==> src/fdm_pkg.sv <==
/*
 package for the fault diagnostic monitor: field layouts, codes, timing counts.
 assumes a single 50 MHz core clock and a synchronous active-low reset.
*/
package fdm_pkg;
   // ****************************************
   // timing
   // ****************************************
   localparam int CLK_MHZ = 50;
   localparam int OSC_WIN_US = 20; // oscillator compare window
   localparam int OSC_WIN_CYC = OSC_WIN_US * CLK_MHZ;
   localparam int OSC_TOL = 4; // allowed tick count mismatch
   // ****************************************
   // register signature layout
   // ****************************************
   localparam int REG_W = 16;
   localparam int ADDR_W = 9;
   localparam logic [2:0] PAGE_MEAS = 3'h1; // measurement results
   localparam logic [2:0] PAGE_CFG = 3'h2; // configuration, signed
   localparam logic [2:0] PAGE_CMD = 3'h3; // commands
   localparam logic [15:0] MISR_SEED = 16'hFFFF;
   localparam logic [15:0] MISR_POLY = 16'h1021;
   localparam int NUM_TEMP = 4;
   localparam int NUM_GPIO = 2;
   localparam int NUM_MUX = NUM_TEMP + NUM_GPIO;
   localparam int ADC_W = 14;
   // ****************************************
   // fault flag bit positions
   // ****************************************
   localparam int FB_REF = 0;
   localparam int FB_REG = 1;
   localparam int FB_OSC = 2;
   localparam int FB_MUX = 3;
   localparam int FB_CFG = 4;
   localparam int FB_NVM = 5;
   localparam int NUM_FLAGS = 6;

   typedef struct packed {
      logic [ADDR_W-1:0] addr;
      logic [REG_W-1:0] data;
   } fdm_reg_word_t;

   typedef struct packed {
      logic [ADC_W-1:0] result;
      logic [ADC_W-1:0] lo;
      logic [ADC_W-1:0] hi;
   } fdm_mux_chk_t;
endpackage : fdm_pkg

==> src/fdm_monitor.sv <==
/*
 fault diagnostic monitor: power-good, oscillator, mux self test, checksums.
 assumes inputs from comparators and the slow oscillator are asynchronous,
 scan engine strobes and register streams come from core-clock logic.
*/
`timescale 1ns/1ps
module fdm_monitor
   import fdm_pkg::*;
#(
   parameter int OSC_WIN = OSC_WIN_CYC
)(
   input wire logic i_ref_clk,
   input wire logic i_rstn,
   input wire logic i_pg_supply_3v3_rail,
   input wire logic i_pg_supply_2v5_rail,
   input wire logic i_pg_vcc,
   input wire logic i_pg_vref,
   input wire logic i_osc_b,
   input wire logic i_timer_tick,
   input wire logic i_temp_scan,
   input wire logic i_any_scan,
   input wire logic i_scan_continuous,
   input wire logic i_temp_mux_test_bit,
   input wire logic i_mux_valid,
   input wire logic [2:0] i_mux_idx,
   input wire fdm_mux_chk_t i_mux_chk,
   input wire logic i_mux_done,
   input wire logic i_cfg_word_valid,
   input wire fdm_reg_word_t i_cfg_word,
   input wire logic i_cfg_last,
   input wire logic i_calc_cmd,
   input wire logic i_check_cmd,
   input wire logic [REG_W-1:0] i_nvm_calc_sig,
   input wire logic [REG_W-1:0] i_nvm_factory_sig,
   input wire logic i_nvm_sig_valid,
   input wire logic i_read_cmd,
   input wire logic [NUM_FLAGS-1:0] i_clear,
   output logic o_fault_n,
   output logic [NUM_FLAGS-1:0] o_fault_status,
   output logic o_fault_response,
   output logic o_prepend_pending,
   output logic o_mux_test_drive,
   output logic [NUM_MUX-1:0] o_mux_ch_fail,
   output logic [REG_W-1:0] o_cfg_sig_stored,
   output logic [REG_W-1:0] o_cfg_sig_calc
);
   // ****************************************
   // input synchronisers
   // ****************************************
   logic [5:0] sync1;
   logic [5:0] sync2;
   wire [5:0] raw_in = {i_osc_b, i_timer_tick, i_pg_supply_3v3_rail,
      i_pg_supply_2v5_rail, i_pg_vcc, i_pg_vref};
   always_ff @(posedge i_ref_clk)
   begin
      if (!i_rstn)
      begin
         sync1 <= 6'h3F;
         sync2 <= 6'h3F;
      end
      else
      begin
         sync1 <= raw_in;
         sync2 <= sync1;
      end
   end

   // ****************************************
   // power-good and oscillator checks
   // ****************************************
   // the internal oscillator is the core clock; osc_b and timer are compared
   wire ref_bad = !sync2[0];
   wire reg_bad = !(sync2[1] & sync2[2] & sync2[3]);
   logic osc_q;
   logic tmr_q;
   logic [15:0] win_cnt;
   logic [15:0] osc_cnt;
   logic [15:0] tmr_cnt;
   wire osc_edge = sync2[5] & !osc_q;
   wire tmr_edge = sync2[4] & !tmr_q;
   wire win_end = (win_cnt == 16'(OSC_WIN - 1));
   wire [15:0] cnt_diff = (osc_cnt > tmr_cnt) ? osc_cnt - tmr_cnt : tmr_cnt - osc_cnt;
   // a dead oscillator shows as zero osc_b ticks in the window; a dead timer only shows as a count mismatch
   wire osc_bad = win_end & ((cnt_diff > 16'(OSC_TOL)) | (osc_cnt == 16'h0));
   always_ff @(posedge i_ref_clk)
   begin
      if (!i_rstn)
      begin
         osc_q <= 1'b1;
         tmr_q <= 1'b1;
         win_cnt <= 16'h0;
         osc_cnt <= 16'h0;
         tmr_cnt <= 16'h0;
      end
      else
      begin
         osc_q <= sync2[5];
         tmr_q <= sync2[4];
         win_cnt <= win_end ? 16'h0 : win_cnt + 16'h1;
         osc_cnt <= win_end ? 16'h0 : osc_cnt + 16'(osc_edge);
         tmr_cnt <= win_end ? 16'h0 : tmr_cnt + 16'(tmr_edge);
      end
   end

   // ****************************************
   // temperature mux self test
   // ****************************************
   // test voltages applied while a temperature scan runs
   logic mux_active;
   logic mux_err;
   wire mux_out = (i_mux_chk.result < i_mux_chk.lo) | (i_mux_chk.result > i_mux_chk.hi);
   wire mux_chk = mux_active & i_mux_valid & (i_mux_idx < 3'(NUM_MUX));
   wire mux_bad = mux_active & i_mux_done & (mux_err | (mux_chk & mux_out));
   always_ff @(posedge i_ref_clk)
   begin
      if (!i_rstn)
      begin
         mux_active <= 1'b0;
         mux_err <= 1'b0;
      end
      else if (i_temp_scan)
      begin
         mux_active <= 1'b1;
         mux_err <= 1'b0;
      end
      else if (i_mux_done)
         mux_active <= 1'b0;
      else if (mux_chk & mux_out)
         mux_err <= 1'b1;
   end
   // per channel failure record, kept until the next temperature scan
   genvar g;
   generate
      for (g = 0; g < NUM_MUX; g++)
      begin : g_mux
         always_ff @(posedge i_ref_clk)
         begin
            if (!i_rstn || i_temp_scan)
               o_mux_ch_fail[g] <= 1'b0;
            else if (mux_chk && i_mux_idx == 3'(g) && mux_out)
               o_mux_ch_fail[g] <= 1'b1;
         end
      end
   endgenerate

   // ****************************************
   // configuration signature (page 2 misr)
   // ****************************************
   logic [REG_W-1:0] misr;
   logic misr_busy;
   logic misr_is_check;
   wire cfg_take = misr_busy & i_cfg_word_valid & (i_cfg_word.addr[8:6] == PAGE_CFG);
   wire [REG_W-1:0] misr_shift = {misr[REG_W-2:0], 1'b0} ^ (misr[REG_W-1] ? MISR_POLY : 16'h0);
   wire [REG_W-1:0] misr_next = cfg_take ? (misr_shift ^ i_cfg_word.data) : misr;
   wire misr_end = misr_busy & i_cfg_last;
   wire cfg_bad = misr_end & misr_is_check & (misr_next != o_cfg_sig_stored);
   always_ff @(posedge i_ref_clk)
   begin
      if (!i_rstn)
      begin
         misr <= MISR_SEED;
         misr_busy <= 1'b0;
         misr_is_check <= 1'b0;
         o_cfg_sig_stored <= MISR_SEED;
         o_cfg_sig_calc <= MISR_SEED;
      end
      else if (i_calc_cmd | i_check_cmd)
      begin
         misr <= MISR_SEED;
         misr_busy <= 1'b1;
         misr_is_check <= i_check_cmd;
      end
      else if (misr_end)
      begin
         misr_busy <= 1'b0;
         o_cfg_sig_calc <= misr_next;
         if (!misr_is_check)
            o_cfg_sig_stored <= misr_next;
      end
      else
         misr <= misr_next;
   end

   // ****************************************
   // nvm signature and flag latch
   // ****************************************
   wire nvm_bad = i_any_scan & i_nvm_sig_valid & (i_nvm_calc_sig != i_nvm_factory_sig);
   wire [NUM_FLAGS-1:0] fault_set = {nvm_bad, cfg_bad, mux_bad, osc_bad, reg_bad, ref_bad};
   // set beats clear, flags stick until host clears
   wire [NUM_FLAGS-1:0] next_status = fault_set | (o_fault_status & ~i_clear);
   wire new_fault = |(fault_set & ~o_fault_status);
   always_ff @(posedge i_ref_clk)
   begin
      if (!i_rstn)
      begin
         o_fault_status <= '0;
         o_fault_n <= 1'b1;
         o_fault_response <= 1'b0;
         o_prepend_pending <= 1'b0;
         o_mux_test_drive <= 1'b0;
      end
      else
      begin
         o_fault_status <= next_status;
         o_fault_n <= ~(|next_status);
         o_fault_response <= new_fault & i_scan_continuous;
         if (new_fault & !i_scan_continuous)
            o_prepend_pending <= 1'b1;
         else if (i_read_cmd)
            o_prepend_pending <= 1'b0;
         o_mux_test_drive <= (mux_active | i_temp_scan) & ~i_mux_done;
      end
   end
   // host side, no logic here

   // ****************************************
   // assertions
   // ****************************************
   property p_pin;
      @(posedge i_ref_clk) disable iff (!i_rstn) (|fault_set) |=> !o_fault_n;
   endproperty
   a_pin: assert property (p_pin) else $error("fault pin not low");
   property p_ref;
      @(posedge i_ref_clk) disable iff (!i_rstn) ##2 !$past(i_pg_vref, 2) |=> o_fault_status[FB_REF];
   endproperty
   a_ref: assert property (p_ref) else $error("reference flag missing");
   property p_osc;
      @(posedge i_ref_clk) disable iff (!i_rstn) osc_bad |=> o_fault_status[FB_OSC];
   endproperty
   a_osc: assert property (p_osc) else $error("oscillator flag missing");
   property p_cont;
      @(posedge i_ref_clk) disable iff (!i_rstn)
         (new_fault && i_scan_continuous) |=> o_fault_response;
   endproperty
   a_cont: assert property (p_cont) else $error("no immediate response");
   property p_prep;
      @(posedge i_ref_clk) disable iff (!i_rstn)
         (new_fault && !i_scan_continuous) |=> o_prepend_pending && !o_fault_response;
   endproperty
   a_prep: assert property (p_prep) else $error("response not deferred");
   property p_mux;
      @(posedge i_ref_clk) disable iff (!i_rstn)
         (mux_active && i_mux_done && mux_err) |=> o_fault_status[FB_MUX];
   endproperty
   a_mux: assert property (p_mux) else $error("mux flag missing");
   property p_cfg;
      @(posedge i_ref_clk) disable iff (!i_rstn) cfg_bad |=> o_fault_status[FB_CFG];
   endproperty
   a_cfg: assert property (p_cfg) else $error("checksum flag missing");
   property p_nvm;
      @(posedge i_ref_clk) disable iff (!i_rstn)
         (i_any_scan && i_nvm_sig_valid && i_nvm_calc_sig != i_nvm_factory_sig)
         |=> o_fault_status[FB_NVM];
   endproperty
   a_nvm: assert property (p_nvm) else $error("nvm flag missing");
   property p_hold;
      @(posedge i_ref_clk) disable iff (!i_rstn)
         (o_fault_status[FB_CFG] && !i_clear[FB_CFG]) |=> o_fault_status[FB_CFG];
   endproperty
   a_hold: assert property (p_hold) else $error("flag dropped early");
   property p_pg14;
      @(posedge i_ref_clk) disable iff (!i_rstn)
         (misr_busy && i_cfg_word_valid && i_cfg_word.addr[8:6] != PAGE_CFG && !i_cfg_last
         && !i_calc_cmd && !i_check_cmd) |=> $stable(misr);
   endproperty
   a_pg14: assert property (p_pg14) else $error("non page 2 word signed");
   c_cont: cover property (@(posedge i_ref_clk) new_fault && i_scan_continuous);
   c_cfg: cover property (@(posedge i_ref_clk) cfg_bad);
   c_mux: cover property (@(posedge i_ref_clk) mux_bad);
   c_clr: cover property (@(posedge i_ref_clk) o_fault_status[FB_NVM] ##1 !o_fault_status[FB_NVM]);
endmodule : fdm_monitor

==> config.mk <==
export PLATFORM = sky130hd
export DESIGN_NAME = fdm_monitor
export DESIGN_NICKNAME = d
export VERILOG_FILES = /design/src/fdm_pkg.sv /design/src/fdm_monitor.sv
export SDC_FILE = /design/constraint.sdc
export NUM_CORES = 1
export LEC_CHECK = 0
export ABC_AREA = 1
export BUFFER_PORTS_ARGS = -buffer_cell sky130_fd_sc_hd__buf_2
export CORE_ASPECT_RATIO = 0.7
export CORE_MARGIN = 5
export CORE_UTILIZATION = 38
export DETAILED_ROUTE_END_ITERATION = 16
export GPL_TIMING_DRIVEN = 0
export PLACE_DENSITY = 0.65
export SLEW_MARGIN = 20
export SYNTH_ARGS = -nofsm -noshare
export SYNTH_HDL_FRONTEND = slang
export SYNTH_SLANG_ARGS = --single-unit
==> constraint.sdc <==
create_clock -name i_ref_clk -period 3.4 [get_ports i_ref_clk]
set_input_delay 0.17 -clock i_ref_clk [delete_from_list [all_inputs] [get_ports i_ref_clk]]
set_output_delay 0.17 -clock i_ref_clk [all_outputs]
set_load 0.02 [all_outputs]
Yosys cells after proc, flatten, opt, wreduce, memory -nomap -nowiden
Cells that the tools add are included.
{ "word_totals": {"register_bits": 130, "output_inout_bits": 48} }
{ "classes": {"addsub": 5, "order_cmp": 5, "n_eq_ne": 9, "muxes": 9, "bitwise": 37, "n_reduce_logical": 32} }
{ "op_table": {"columns": ["op", "n"], "rows": [
  ["16-bit by 1-bit adder with 16-bit output", 2],
  ["16-bit 2-to-1 mux", 2],
  ["16-bit inequality test", 2],
  ["16-bit subtractor", 2],
  ["1-bit AND", 20],
  ["16-bit by 1-bit adder with 16-bit output, second input constant", 1],
  ["16-bit by 10-bit equality test with 1-bit output, second input constant", 1],
  ["16-bit > comparator", 1],
  ["16-bit by 3-bit > comparator with 1-bit output, second input constant", 1],
  ["16-bit zero test", 1],
  ["16-bit by 13-bit bitwise XOR with 16-bit output", 1],
  ["16-bit bitwise XOR", 1],
  ["14-bit > comparator", 1],
  ["14-bit less-than comparator", 1],
  ["13-bit 2-to-1 mux", 1],
  ["6-bit AND", 2],
  ["1-bit logical AND", 12],
  ["6-bit NOT", 2],
  ["6-bit OR reduction", 2],
  ["3-bit by 2-bit equality test with 1-bit output, second input constant", 3],
  ["3-bit equality test, second input constant", 2],
  ["1-bit zero test", 6],
  ["1-bit 2-to-1 mux", 6],
  ["6-bit OR", 1],
  ["other kinds (10)", 23]
]} }

Longest topological paths before layout
{ "depth": {"ltp_word": 10, "ltp_mapped": 23, "depth_no_buf": 22} }

Least setup slack after synthesis
No wires, ideal clock.
{ "synth_path": {"path_type": "reg-to-reg", "start": "register osc_cnt[0]", "end": "register o_prepend_pending", "setup_ns": 0.131, "arrival_time_ns": 2.181, "slack_ns": 1.088, "stages_incl_launch_ff": 23, "cell_sequence": "dfxtp_1 -> inv_1 -> ha_1 -> inv_1 -> fa_1 -> nand3_1 -> nand2_1 -> nand2_2 -> nand2_4 -> nand2_4 -> nand2_4 -> nand2_4 -> nand2_2 -> nand2_2 -> nor2_1 -> nor2_2 -> nand2_1 -> nor2_1 -> nand2_1 -> nand3_2 -> nand3_2 -> nand2_2 -> a21oi_2"} }
{ "synth_between": {"elab_chain_len": 9} }
{ "synth_rtl": {"columns": ["element", "line_no", "source"], "rows": [
  ["from (decl)", "fdm_monitor.sv:77", "logic [15:0] osc_cnt;"],
  ["from (signal assigned)", "fdm_monitor.sv:100", "osc_cnt <= win_end ? 16'h0 : osc_cnt + 16'(osc_edge);"],
  ["16-bit subtractor or 16-bit > comparator (tied branches)", "fdm_monitor.sv:82", "wire [15:0] cnt_diff = (osc_cnt > tmr_cnt) ? osc_cnt - tmr_cnt : tmr_cnt - osc_cnt;"],
  ["16-bit 2-to-1 mux", "fdm_monitor.sv:82", null],
  ["16-bit by 3-bit > comparator with 1-bit output", "fdm_monitor.sv:84", "wire osc_bad = win_end & ((cnt_diff > 16'(OSC_TOL)) | (osc_cnt == 16'h0));"],
  ["1-bit OR (*)", "fdm_monitor.sv:84", null],
  ["1-bit AND (*)", "fdm_monitor.sv:84", null],
  ["6-bit AND (*)", "fdm_monitor.sv:191", "wire new_fault = |(fault_set & ~o_fault_status);"],
  ["6-bit OR reduction (*)", "fdm_monitor.sv:191", null],
  ["1-bit AND (*)", "fdm_monitor.sv:207", "if (new_fault & !i_scan_continuous)"],
  ["1-bit 2-to-1 mux or 2-bit nonzero test (tied branches)", null, null],
  ["to (signal assigned)", "fdm_monitor.sv:199", "o_prepend_pending <= 1'b0;"],
  ["to (signal assigned)", "fdm_monitor.sv:208", "o_prepend_pending <= 1'b1;"],
  ["to (signal assigned)", "fdm_monitor.sv:210", "o_prepend_pending <= 1'b0;"],
  ["to (decl)", "fdm_monitor.sv:41", "output logic o_prepend_pending,"]
]} }
Mark *: on every way between the ends. The rest lies on a longest branch, timed or not.
A chain may end at the register's enable or synchronous reset.

Worst setup path after layout
Same ends and word-level chain as after synthesis.

==> metrics.txt <==
status completed; total gr overflow 0; Synth Instances 1303; Synth Net Count about 1500; Post-synth ARST share 0; Psw around 1.1 mW; final period utilization 0.8373; Die Width approximately 190 um; post-CTS setup buffer count 0; Placed Cells 1783; Hold Crit Class in -> reg; vias in the first global route 8005; Area contributors post-synth dfxtp_1 30%, nand2_1 16%, ha_1 9.1%; Seq/Total Area, Yosys 0.3019; Final nets around 1700; CTS tree built; area delta synth->final 21.86%; Initial Utilization 0.3831; Pwr Density 362.2 mW/mm^2; minimum clock period roughly 2.8 ns; overall global routing resource usage 0.1885; Critical Path Fanout Max 7; critical path cell sequence inv_1, ha_1, inv_1, fa_1, nand3_1, nand2_1, nand2_2, nand2_4, nand2_4, nand2_4, nand2_4, nand2_2, nand2_2, nor2_1, nor2_2, nand2_1, nor2_1, nand2_1, nand3_2, nand3_2, nand2_2, a21oi_2; Crit Path Class reg -> reg; clk slew on worst S/H paths 0.07 ns; Clock Path Buffers 2; Die ar. 0.02585 mm^2; hold_buf cts 9; htree depth 4; Crit path required time 3.68 ns; Pins Over Slew Limit 0; Slew HR 0.4336; DRC 0; vias per cell 4.792; largest net degree at the start of global routing 17; crit end category register; Synth Warn # 0; EDFF count, synth 0; Crit path buffers/inverters 2; port bufs 168; Tightest Pin Transition between 0.8 and 0.9 ns; CP max stage delay 0.45 ns; most common cell after layout, fill and taps aside nand2_1; syn avg cell area 6.616 um^2; most frequent cells in the layout 365 x nand2_1, 205 x inv_1, 178 x buf_2; Final GP Congestion 0.9123; clock power share 0.459; Peak VDD IR 393.9 uV; die extent in y 136.0 um; Clock Sinks 130; Pleak 5.186 nW; via count just under 9000; Sw Ratio 0.2842; ratio of cells with drive above 1 in the final layout 0.1918; worst skew pair latency 0.42 ns; max_cap viols 0; flops & latches, synth between 100 and 150; max frequency 0.3513 GHz; Reg power frac 0.414; Core Rows 46; I/O pins roughly 180; CP startpoint kind register; Sum Neg Setup Slack 0 ns; Cell Int Power 2.724 mW; area leader, netlist dfxtp_1; Antenna Cells 0; post-route ant nets 0; PostCTS Resize Cnt 0; Top FF cell, synth dfxtp_1; Num CTS Buffers 17; clk_skew 0.01474 ns; CP top delay family simple AND/OR/NAND/NOR gates; CTS Root Cell clkbuf_16; Comb power frac 0.127; count of final hold-check violations 0; DR WL/cell 13.65 um; Setup violations, final 0; DP HPWL 20.29 mm; initial antenna violation count 1; Synth Cell Area around 0.0086 mm^2; RSZ-0062 raised after global routing no; synth unique cells 46; post-route insts no fill 1824; CP arrival approximately 3.1 ns; top cell type's share of synthesized area 0.3019; first-pass GRT wire length 39.60 mm; Iter 0 DRT Violations 631; drt first pass iters 5; Core ar. between 0.02 and 0.025 mm^2; Routed WL 24.89 mm; CP max-delay cell fa_1
-- power by group through the flow --
| stage | Clock [mW] | Sequential (mW) | Combinational (mW) |
|---|---|---|---|
| finish | 1.75 | 1.58 | 0.482 |
| global placement | 0 | 1.61 | 0.465 |
| global route | 1.85 | 1.58 | 0.543 |
| CTS | 1.78 | 1.58 | 0.481 |
| floorplan | 0 | 1.63 | 0.270 |
| detailed placement | 0 | 1.61 | 0.470 |
-- worst reg2reg max path, stage by stage, from the launching register on --
cell and delay, ns:
dfxtp_1 0.36, inv_1 0.08, ha_1 0.17, inv_1 0.07, fa_1 0.45, nand3_1 0.14
nand2_1 0.12, nand2_2 0.11, nand2_4 0.06, nand2_4 0.08, nand2_4 0.06, nand2_4 0.12
nand2_2 0.06, nand2_2 0.07, nor2_1 0.04, nor2_2 0.08, nand2_1 0.07, nor2_1 0.14
nand2_1 0.15, nand3_2 0.09, nand3_2 0.09, nand2_2 0.07, a21oi_2 0.04
-- stage by stage --
stage / total power, mW / utilization / hold slack, ns / worst slack, ns / instance area (um^2)
2_1_floorplan: 1.899 / - / 0.2493 / 1.088 / 8621
3_3_place_gp: 2.075 / 0.4378 / 0.3587 / 0.5750 / 9852
3_5_place_dp: 2.080 / 0.4378 / 0.3641 / 0.5672 / 9852
4_1_cts: 3.833 / 0.4668 / 0.001772 / 0.5510 / 10510
5_1_grt: 3.977 / 0.4668 / 0.01498 / 0.2913 / 10510
6_report: 3.805 / 0.4668 / 0.01465 / 0.5533 / 10510
-- synth_stat cells (all sizes together), types with 2 or more instances --
master,number
xnor2,19
fa,2
o211ai,14
nor3,23
ha,63
o221ai,2
buf,15
clkbuf,10
xor2,28
nand3,68
nor3b,6
inv,215
o21a,2
a211oi,2
or2,23
nand4,30
nor2,121
a21oi,86
and2,4
o21ai,38
dfxtp,130
a31oi,2
nand2,382
nand3b,2
clkinv,4
nor4,8
-- logic make-up after synthesis --
group	synth area share
and+or+nand+nor	0.3446
buffers and inverters	0.1087
AOI/OAI and AO/OA	0.1010
DFF	0.3019
adders and majority gates	0.09608
xor gates and xnor gates	0.04775
-- flip-flops by register name (all words and copies together), names as in the netlist, 6 cells and up --
register and count:
o_mux_ch_fail 6, sync2 6, misr 16, o_fault_status 6, o_cfg_sig_calc 16, win_cnt 16
o_cfg_sig_stored 16, osc_cnt 16, tmr_cnt 16, sync1 6
-- routing by layer --
| metal | global-route usage | share of wire |
|---|---|---|
| met4 | 0.03414 | 0.0083 |
| met5 | 0 | 0.00044 |
| met1 | 0.2903 | 0.50 |
| met3 | 0.04338 | 0.096 |
| met2 | 0.2677 | 0.40 |
-- final cells by class --
class | instances | area, um^2
fill | 2281 | 12000
multi-input combinational | 929 | 5081
sequential | 130 | 2603
timing repair buffer | 177 | 930.9
inverter | 219 | 822.0
clock buffer | 17 | 425.4
tap | 312 | 390.4
clock inverter | 15 | 137.6
buffer | 25 | 115.1
-- worst paths after layout --
path / start / to / slack, ns / cells past startpoint
worst max-delay path: osc_cnt[0]$_SDFF_PP0_ / o_prepend_pending$_SDFFE_PN0P_ / 0.55 / 22
worst max register to register: osc_cnt[0]$_SDFF_PP0_ / o_prepend_pending$_SDFFE_PN0P_ / 0.55 / 22
worst min register to register: sync1[5]$_SDFF_PN1_ / sync2[5]$_SDFF_PN1_ / 0.41 / 1
worst min-delay path: i_cfg_last / misr_busy$_SDFFE_PN0P_ / 0.01 / 4
Power figures use the tool's default switching activity.
